`config.mk`:
```
export PLATFORM = sky130hd
export DESIGN_NAME = bkc_regulator_ctrl
export DESIGN_NICKNAME = d
export VERILOG_FILES = /design/src/rtl/bkc_mode_sel.v /design/src/rtl/bkc_regulator_ctrl.v
export VERILOG_INCLUDE_DIRS = /design/src /design/src/rtl
export SDC_FILE = /design/constraint.sdc
export NUM_CORES = 1
export LEC_CHECK = 0
export BUFFER_PORTS_ARGS = -buffer_cell sky130_fd_sc_hd__buf_4
export CAP_MARGIN = 20
export CORE_AREA = 2 2 93 95
export DETAILED_ROUTE_END_ITERATION = 16
export DIE_AREA = 0 0 95 97
export GPL_TIMING_DRIVEN = 0
export SKIP_CTS_REPAIR_TIMING = 1
export SYNTH_ARGS = -nofsm -noshare
export SYNTH_HDL_FRONTEND = slang
export SYNTH_SLANG_ARGS = --single-unit
```
`constraint.sdc`:
```
create_clock -name i_clk -period 2.1 [get_ports i_clk]
set_input_delay 0.42 -clock i_clk [delete_from_list [all_inputs] [get_ports i_clk]]
set_output_delay 0.42 -clock i_clk [all_outputs]
set_load 0.005 [all_outputs]
```
`src/rtl/bkc_defs.vh`:
```
// Constants for the third step-down converter control block
`ifndef BKC_DEFS_VH
`define BKC_DEFS_VH

// =============================================================
// Register offsets
`define BKC_ADDR_W          4
`define BKC_OFF_CTRL        4'h0
`define BKC_OFF_STATUS      4'h1
`define BKC_OFF_LOAD_CFG    4'h2

// =============================================================
// Control register fields
`define BKC_BIT_RSVD        7
`define BKC_BIT_FPWM        6
`define BKC_BIT_EN          5
`define BKC_VSEL_HI         4
`define BKC_VSEL_LO         0

// =============================================================
// Reset values and codes
`define BKC_VSEL_W          5
`define BKC_VSEL_OFF        5'h00
`define BKC_VSEL_1V8        5'h01
`define BKC_VSEL_2V5        5'h0f
`define BKC_VSEL_2V8        5'h15
`define BKC_VSEL_3V3        5'h1f
`define BKC_RST_FPWM        1'b0
`define BKC_RST_EN          1'b1
`define BKC_LOAD_THR_RST    8'h20

// =============================================================
// Voltage decode: millivolts = base + code * step
`define BKC_MV_BASE         12'd1750
`define BKC_MV_STEP         12'd50

// =============================================================
// Power-on sequencing delay
`define BKC_SEQ_DELAY_NS    1000
`define BKC_CLK_PERIOD_NS   10
`define BKC_SEQ_CYCLES      ((`BKC_SEQ_DELAY_NS + `BKC_CLK_PERIOD_NS - 1) / `BKC_CLK_PERIOD_NS)

`endif

```
`src/rtl/bkc_mode_sel.v`:
```
// Modulation mode selector for the third step-down converter
`timescale 1ns/1ps

module bkc_mode_sel #(
    parameter LOAD_W = 8
) (
    input  wire              i_clk,
    input  wire              i_rst_n,
    input  wire              i_run,
    input  wire              i_force_pwm,
    input  wire [LOAD_W-1:0] i_load,
    input  wire [LOAD_W-1:0] i_threshold,
    output reg               o_pwm
);

    wire auto_pwm;

    // Light load runs pulse-frequency; heavy load runs PWM
    assign auto_pwm = (i_load >= i_threshold);

    always @(posedge i_clk or negedge i_rst_n) begin
        if (!i_rst_n) begin
            o_pwm <= 1'b0;
        end else if (!i_run) begin
            o_pwm <= 1'b0;
        end else begin
            o_pwm <= i_force_pwm | auto_pwm;
        end
    end

endmodule

```
`src/rtl/bkc_regulator_ctrl.v`:
```
// Control logic for the third step-down converter: register, enable, mode and pulldown
//
// Implementation choices: the strobed register port and the register offsets.
`timescale 1ns/1ps
`include "bkc_defs.vh"

// Overview of operation
// - Without force-PWM the mode follows the load: PWM at heavy load, PFM at light load.
// - With the force-PWM bit at D6 set the converter runs PWM at every load.
// - Force-PWM is cleared after reset so automatic mode selection is active.
// - Power-on sequencing turns the converter on without any register write.
// - The all-zero voltage code keeps the converter off whatever the enable bit says.
// - While disabled by its enable bit with a nonzero voltage code the output is pulled to ground by the pulldown.
// - With the all-zero voltage code the pulldown is disconnected.
// - The voltage code decodes linearly from 1.80 V at 5'h01 in 0.05 V steps to 3.30 V at 5'h1f.
// - The reset voltage code is a factory choice of 1.8, 2.5, 2.8 or 3.3 V, default 3.3 V.
module bkc_regulator_ctrl #(
    parameter       LOAD_W     = 8,
    parameter [1:0] FACTORY_V  = 2'd3,
    parameter       SEQ_CYCLES = `BKC_SEQ_CYCLES
) (
    input  wire                   i_clk,
    input  wire                   i_reset_n,
    input  wire [`BKC_ADDR_W-1:0] i_addr,
    input  wire [7:0]             i_wdata,
    input  wire                   i_wr,
    input  wire                   i_rd,
    output reg  [7:0]             o_rdata,
    input  wire                   i_seq_start,
    input  wire [LOAD_W-1:0]      i_load_level,
    output reg                    o_conv_on,
    output wire                   o_pwm_mode,
    output reg                    o_pulldown_on,
    output reg  [11:0]            o_vout_mv
);

    // =============================================================
    // Reset release
    reg rst_s1_reg;
    reg rst_n;

    always @(posedge i_clk or negedge i_reset_n) begin
        if (!i_reset_n) begin
            rst_s1_reg <= 1'b0;
            rst_n      <= 1'b0;
        end else begin
            rst_s1_reg <= 1'b1;
            rst_n      <= rst_s1_reg;
        end
    end

    // =============================================================
    // Helpers
    function [`BKC_VSEL_W-1:0] factory_code;
        input [1:0] sel;
        begin
            case (sel)
                2'd0:    factory_code = `BKC_VSEL_1V8;
                2'd1:    factory_code = `BKC_VSEL_2V5;
                2'd2:    factory_code = `BKC_VSEL_2V8;
                default: factory_code = `BKC_VSEL_3V3;
            endcase
        end
    endfunction

    function [11:0] code_to_mv;
        input [`BKC_VSEL_W-1:0] code;
        begin
            if (code == `BKC_VSEL_OFF) begin
                code_to_mv = 12'h000;
            end else begin
                code_to_mv = `BKC_MV_BASE + ({7'h00, code} * `BKC_MV_STEP);
            end
        end
    endfunction

    // =============================================================
    // Power-on sequencing
    localparam SEQ_IDLE = 2'd0;
    localparam SEQ_WAIT = 2'd1;
    localparam SEQ_DONE = 2'd2;

    reg [1:0]  seq_state_reg;
    reg [1:0]  seq_state_next;
    reg [15:0] seq_cnt_reg;
    reg [15:0] seq_cnt_next;
    reg        seq_start_s1_reg;
    reg        seq_start_s2_reg;
    reg        seq_start_s3_reg;
    wire       seq_start_seen;

    // Pin input: third stage must agree with the second
    always @(posedge i_clk or negedge rst_n) begin
        if (!rst_n) begin
            seq_start_s1_reg <= 1'b0;
            seq_start_s2_reg <= 1'b0;
            seq_start_s3_reg <= 1'b0;
        end else begin
            seq_start_s1_reg <= i_seq_start;
            seq_start_s2_reg <= seq_start_s1_reg;
            seq_start_s3_reg <= seq_start_s2_reg;
        end
    end

    assign seq_start_seen = seq_start_s2_reg & seq_start_s3_reg;

    always @* begin
        seq_state_next = seq_state_reg;
        seq_cnt_next   = seq_cnt_reg;
        case (seq_state_reg)
            SEQ_IDLE: begin
                if (seq_start_seen) begin
                    seq_state_next = SEQ_WAIT;
                    seq_cnt_next   = 16'h0000;
                end
            end
            SEQ_WAIT: begin
                if (seq_cnt_reg >= SEQ_CYCLES - 1) begin
                    seq_state_next = SEQ_DONE;
                end else begin
                    seq_cnt_next = seq_cnt_reg + 16'h0001;
                end
            end
            SEQ_DONE: begin
                seq_state_next = SEQ_DONE;
            end
            default: begin
                seq_state_next = SEQ_IDLE;
            end
        endcase
    end

    always @(posedge i_clk or negedge rst_n) begin
        if (!rst_n) begin
            seq_state_reg <= SEQ_IDLE;
            seq_cnt_reg   <= 16'h0000;
        end else begin
            seq_state_reg <= seq_state_next;
            seq_cnt_reg   <= seq_cnt_next;
        end
    end

    // =============================================================
    // Control register
    reg                   fpwm_reg;
    reg                   en_reg;
    reg [`BKC_VSEL_W-1:0] vsel_reg;
    reg [LOAD_W-1:0]      load_thr_reg;
    reg                   vsel_loaded_reg;
    reg                   rst_cap_reg;
    wire                  wr_ctrl;

    assign wr_ctrl = i_wr && (i_addr == `BKC_OFF_CTRL);

    always @(posedge i_clk or negedge rst_n) begin
        if (!rst_n) begin
            fpwm_reg        <= `BKC_RST_FPWM;
            en_reg          <= `BKC_RST_EN;
            vsel_reg        <= `BKC_VSEL_3V3;
            load_thr_reg    <= `BKC_LOAD_THR_RST;
            vsel_loaded_reg <= 1'b0;
            rst_cap_reg     <= 1'b1;
        end else begin
            // Factory choice is taken by a clocked load right after release
            rst_cap_reg <= 1'b0;
            if (rst_cap_reg && !vsel_loaded_reg) begin
                vsel_reg        <= factory_code(FACTORY_V);
                vsel_loaded_reg <= 1'b1;
            end
            if (wr_ctrl) begin
                // Bit 7 is never stored
                fpwm_reg <= i_wdata[`BKC_BIT_FPWM];
                en_reg   <= i_wdata[`BKC_BIT_EN];
                vsel_reg <= i_wdata[`BKC_VSEL_HI:`BKC_VSEL_LO];
                vsel_loaded_reg <= 1'b1;
            end
            if (i_wr && (i_addr == `BKC_OFF_LOAD_CFG)) begin
                load_thr_reg <= i_wdata[LOAD_W-1:0];
            end
        end
    end

    // =============================================================
    // Enable, pulldown and voltage outputs
    // Software is expected to set the code before enabling; a same-write
    // of both is also safe since both take effect together.
    wire vsel_zero;
    wire run;

    assign vsel_zero = (vsel_reg == `BKC_VSEL_OFF);
    assign run = en_reg && !vsel_zero && (seq_state_reg == SEQ_DONE);

    always @(posedge i_clk or negedge rst_n) begin
        if (!rst_n) begin
            o_conv_on     <= 1'b0;
            o_pulldown_on <= 1'b0;
            o_vout_mv     <= 12'h000;
        end else begin
            o_conv_on     <= run;
            o_pulldown_on <= !run && !vsel_zero;
            o_vout_mv     <= run ? code_to_mv(vsel_reg) : 12'h000;
        end
    end

    bkc_mode_sel #(
        .LOAD_W (LOAD_W)
    ) u_mode (
        .i_clk       (i_clk),
        .i_rst_n     (rst_n),
        .i_run       (run),
        .i_force_pwm (fpwm_reg),
        .i_load      (i_load_level),
        .i_threshold (load_thr_reg),
        .o_pwm       (o_pwm_mode)
    );

    // =============================================================
    // Read port
    always @(posedge i_clk or negedge rst_n) begin
        if (!rst_n) begin
            o_rdata <= 8'h00;
        end else if (i_rd) begin
            case (i_addr)
                `BKC_OFF_CTRL:     o_rdata <= {1'b0, fpwm_reg, en_reg, vsel_reg};
                `BKC_OFF_STATUS:   o_rdata <= {5'h00, o_pulldown_on, o_pwm_mode, o_conv_on};
                `BKC_OFF_LOAD_CFG: o_rdata <= load_thr_reg;
                default:           o_rdata <= 8'h00;
            endcase
        end else begin
            o_rdata <= 8'h00;
        end
    end

endmodule

```
==> results of run 1 <==
[cell type report]
cell class | count | area (um^2) | share of cell area (%)
tap | 105 | 131.4 | 3.051
multi-input combinational | 216 | 1803 | 41.88
timing repair buffer | 68 | 529.3 | 12.29
sequential | 62 | 1563 | 36.30
inverter | 19 | 73.82 | 1.715
buffer | 7 | 37.54 | 0.8718
clock buffer | 12 | 145.1 | 3.371
clock inverter | 4 | 22.52 | 0.5231
[synth_stat cells (3+ instances only)]
cell type / count
nor2_1: 35
inv_1: 19
mux2i_1: 7
a31oi_1: 5
nand3_1: 8
mux2_2: 12
nand2_1: 21
a21oi_1: 18
nor2b_1: 5
o21ai_0: 8
dfstp_2: 8
o31ai_1: 6
nand4_1: 3
and2_1: 11
or4_1: 3
xnor2_1: 5
dfrtp_1: 54
clkbuf_1: 5
nor3_1: 4
ha_1: 34
xor2_1: 4
[final timing paths]
| path | slack, ns | from | endpoint |
|---|---|---|---|
| worst max-delay path | -0.42 | vsel_reg[1] | o_vout_mv[9] |
| worst min-delay path | 0.19 | i_seq_start | seq_start_s1_reg |
| worst max register to register | -0.42 | vsel_reg[1] | o_vout_mv[9] |
| worst min register to register | 0.25 | rst_n | seq_cnt_reg[15] |
| max in group asynchronous | 1.20 | rst_n | en_reg |
| min in group asynchronous | 0.25 | rst_n | seq_cnt_reg[15] |
[metal layers]
metal  GRT usage (%)  vias to the layer above  share of wire [%]
met5               0                        -                  0
met4           5.686                        0                1.4
met3           3.349                        9                2.9
met2           25.10                       42                 52
met1           19.97                     1174                 44
li1                -                     1203                  -
[critical path, delay by kind of cell (launching register included)]
family	cells	cell delay (ns)
compound gates	1	0.17
xor+xnor	2	0.38
fa+ha+maj	4	1.04
buf+inv	1	0.06
flops	1	0.61
simple gates	2	0.13
[where the power goes]
part / internal (mW) / switching, mW
logic: 1.45 / 1.37
registers: 1.40 / 0.147
clock network: 0.455 / 0.462
[stage by stage]
step           total power [mW]  instances
6_report                  5.280        493
5_1_grt                   5.688        493
4_1_cts                   4.685        470
3_5_place_dp              3.746        454
3_3_place_gp              3.687        453
2_1_floorplan             3.198        304
[logic make-up after synthesis]
kind of cell / Yosys count / synth area share (%)
flip-flops: 62 / 48.50
AO/OA/AOI/OAI: 50 / 10.07
multiplexers: 19 / 6.374
AND/OR/NAND/NOR: 100 / 15.16
XOR/XNOR: 9 / 2.448
adder cells (fa/ha/maj): 35 / 13.84
buffers and inverters: 26 / 3.381
other: 2 / 0.2333
==> qor.csv, run 1 <==
metric,value,unit
HP Class,primary input to register,
Synth area leader,dfrtp_1,
dpl ws,-0.5560,ns
largest cells by area after synthesis,"dfrtp_1 42%, ha_1 13%, dfstp_2 6.5%",
Worst Hold Depth,1,
Seq cells post-synth,62,
FF-to-FF path depth,10,
"EDFF count, synth",0,
CTS buffer count,9,
final WL,6.925,mm
Die ar.,0.009215,mm^2
GRT Total Usage,15.42,%
worst-path cell chain,inv_4 -> ha_4 -> ha_4 -> ha_4 -> fa_2 -> xor2_4 -> nor2_4 -> a21oi_2 -> xor2_1 -> nor2_1,
final setup vio count,7,
fin crit period,2.521,ns
failing checks,setup timing,
CP dominant cell by count,ha_4,
"Seq/Total Area, Yosys",48.50,%
Post-Layout Inst Area,0.004305,mm^2
Slew @ Worst Pin,0.5712,ns
WP data required,2.30,ns
share of the synthesized area in the top cell type,41.97,%
DR DRC count,0,
Leakage,2.066,nW
CTS max path bufs,2,
Post-Syn Instances,303,
share of post-route cells with drive strength above 1,36.08,%
total power divided by cell area,1226,mW/mm^2
Vias,2428,
CP max FO,5,
Final Hold Fails,0,
synth-to-layout area growth,33.73,%
Avg WL per Cell,14.05,um
Max Fclk,396.6,MHz
diode count,0,
max reg flops,16,
"Slew Viols, Final",0,
Arrival @ worst endpoint,2.73,ns
"FFs w/ async S/R, synth",100.0,%
relative slew slack,61.92,%
Peak VDD IR,955.4,uV
"Slowest-stage cell, CP",dfstp_2,
Final period util,120.1,%
post-DP HPWL,4.767,mm
"Clk pin slew, worst setup/hold paths",0.07,ns
final worst slack,-0.4212,ns
Via density,4.925,
final hold slack,0.1928,ns
RSZ-0062 raised after global routing,true,
CTS tree,yes,
Worst setup SP type,register,
gr ovfl total,0,
Setup TNS,-2.052,ns
Critical Setup Path Class,register to register,
global-route wire length before repair,11.19,mm
warning count from the yosys run,0,
sinks on the clock net,62,
largest net degree at the start of global routing,39,
Cell variety after synth,44,
Root Driver,clkbuf_8,
"most common cell after layout, fill and taps aside",buf_4,
number of fill cells,711,
GP Congestion,0.8363,
peak per-stage delay on the critical path,0.61,ns
ANT nets after route,0,
initial core utilization,39.58,%
"Avg Cell Area, Syn",10.62,um^2
vias in the first global route,2380,
utilization after layout,52.93,%
Max Clock Skew,0.01086,ns
H-tree Lvls,3,
placed instance area,0.003810,mm^2
core region area,0.008134,mm^2
Die Wd,95,um
row cnt,33,
worst skew pair latency,0.34,ns
die height,97,um
Pre-antenna DRT Iters,4,
CP endpoint kind,register,
most used flip-flop cell after synthesis,dfrtp_1,
DRC violation total after the first TritonRoute iteration,90,
I/O pin total,48,
initial antenna violation count,0,
Final nets,443,
Synth Cell Area,0.003219,mm^2
MaxCap Viol Count,0,
most frequent cells in the layout,"66 x buf_4, 53 x dfrtp_1, 34 x nor2_1, 24 x ha_1, 19 x nand2_1",
status,finished with violations,
IO buf count,44,
Note: power is estimated with default switching activity, not from simulation.
==> inputs of run 2 (changes only) <==
--- a/config.mk
+++ b/config.mk
@@ -8,10 +8,13 @@
 export LEC_CHECK = 0
 export BUFFER_PORTS_ARGS = -buffer_cell sky130_fd_sc_hd__buf_4
 export CAP_MARGIN = 20
+export CELL_PAD_IN_SITES_DETAIL_PLACEMENT = 1
+export CELL_PAD_IN_SITES_GLOBAL_PLACEMENT = 1
 export CORE_AREA = 2 2 93 95
 export DETAILED_ROUTE_END_ITERATION = 16
 export DIE_AREA = 0 0 95 97
 export GPL_TIMING_DRIVEN = 0
+export PLACE_DENSITY_LB_ADDON = 0.1
 export SKIP_CTS_REPAIR_TIMING = 1
 export SYNTH_ARGS = -nofsm -noshare
 export SYNTH_HDL_FRONTEND = slang
==> qor.csv, run 2 (synthesized netlist as in run 1, its figures left out) <==
metric,value,unit
DRC violation total after the first TritonRoute iteration,39,
"Clk pin slew, worst setup/hold paths",0.07,ns
dpl ws,-0.6347,ns
Max Fclk,389.8,MHz
Comb power frac,53.1,%
Peak VDD IR,990.9,uV
max reg flops,16,
core region area,0.008134,mm^2
Final period util,122.2,%
CTS buffer count,9,
final worst slack,-0.4652,ns
Psw,2.020,mW
most frequent cells in the layout,"66 x buf_4, 52 x dfrtp_1, 34 x nor2_1, 24 x ha_1, 19 x nand2_1",
CP endpoint kind,register,
total power,5.301,mW
Slew @ Worst Pin,0.5545,ns
Clk pwr share,17.7,%
failing checks,setup timing,
"Slew Viols, Final",0,
Max Clock Skew,0.01059,ns
DR DRC count,0,
Die ar.,0.009215,mm^2
critical path capture point,o_vout_mv[10],
MaxCap Viol Count,0,
initial antenna violation count,0,
synth-to-layout area growth,32.92,%
global-route wire length before repair,12.22,mm
"setup slack, reg-to-reg",-0.47,ns
diode count,0,
largest net degree at the start of global routing,41,
Root Driver,clkbuf_8,
GRT Total Usage,17.32,%
sinks on the clock net,62,
Switching Share,38.11,%
hold_sp,i_seq_start,
Arrival @ worst endpoint,2.78,ns
Die Wd,95,um
Worst Setup SP,vsel_reg[0],
row cnt,33,
worst reg2reg endpoint,o_vout_mv[10],
Final Hold Fails,0,
Pre-antenna DRT Iters,4,
initial core utilization,39.58,%
gr ovfl total,0,
Avg WL per Cell,15.86,um
H-tree Lvls,3,
Final nets,442,
GP Congestion,0.8298,
relative slew slack,63.04,%
RSZ-0062 raised after global routing,true,
Critical Setup Path Class,register to register,
Worst setup SP type,register,
CP max FO,6,
"most common cell after layout, fill and taps aside",buf_4,
die height,97,um
FF-to-FF path depth,10,
CTS max path bufs,2,
Vias,2464,
placed instance area,0.003810,mm^2
post-DP HPWL,5.432,mm
vias in the first global route,2538,
status,finished with violations,
final WL,7.805,mm
worst skew pair latency,0.34,ns
total power divided by cell area,1239,mW/mm^2
Leakage,2.059,nW
final setup vio count,7,
WP data required,2.31,ns
fin crit period,2.565,ns
CTS tree,yes,
share of post-route cells with drive strength above 1,36.69,%
IO buf count,44,
Int Pwr,3.281,mW
Post-Layout Inst Area,0.004279,mm^2
I/O pin total,48,
HP Class,primary input to register,
RR Startpoint,vsel_reg[0],
Via density,5.008,
ANT nets after route,0,
register share of total power,29.3,%
## run 2: cell types whose count changed in the layout (fill, tap and decap cells not counted), sizes merged
cell,before,now
buf,69,68
## run 2: worst min-delay path by stage
stage,slack (ns),to,cells past startpoint
final,0.18,seq_start_s1_reg,1
after global routing,0.16,seq_start_s1_reg,1
after CTS,-0.17,rst_n,1
after floorplan,0.12,rst_n,0
after detailed placement,0.20,rst_s1_reg,1
after global placement,0.20,rst_s1_reg,1
## run 2: layout make-up
class / instances / area, um^2
inverters: 19 / 71.32
plain buffers: 7 / 37.54
repair buffers: 67 / 518.0
clock inverters: 4 / 22.52
well taps: 105 / 131.4
flip-flops and latches: 62 / 1564
fillers: 893 / 3855
multi-input cells: 216 / 1789
clock buffers: 12 / 145.1
## run 2: worst max-delay path, cell delays in order, from the launching register on
cell      delay [ns]
dfstp_2         0.62
inv_2           0.07
ha_4            0.28
ha_4            0.20
ha_4            0.16
fa_2            0.39
xor2_2          0.18
a211oi_2        0.20
o21bai_2        0.11
xnor2_1         0.17
nor2_1          0.06
## run 2: per-layer routing
layer	vias up	GRT usage (%)	part of all wire (%)
met3	12	3.972	2.6
met5	-	0	0
met1	1234	21.46	43
li1	1193	-	-
met2	25	29.24	53
met4	0	6.020	1.5
## run 2: power by group through the flow
stage | clock network, mW | registers, mW | logic [mW]
finish | 0.937 | 1.55 | 2.81
global placement | 0 | 1.59 | 2.14
detailed placement | 0 | 1.59 | 2.22
floorplan | 0 | 1.55 | 1.65
CTS | 0.965 | 1.56 | 2.23
global route | 1.01 | 1.58 | 3.14
## run 2: per-stage QoR
step | hold slack (ns) | cells | TNS [ns] | utilization [%]
6_report | 0.1833 | 492 | -2.096 | 52.61
5_1_grt | 0.1623 | 492 | -3.036 | 52.61
4_1_cts | -0.1662 | 470 | -3.311 | 48.90
3_5_place_dp | 0.2046 | 454 | -3.674 | 46.84
3_3_place_gp | 0.2028 | 453 | -28.44 | 46.58
2_1_floorplan | 0.1244 | 304 | -1.305 | -
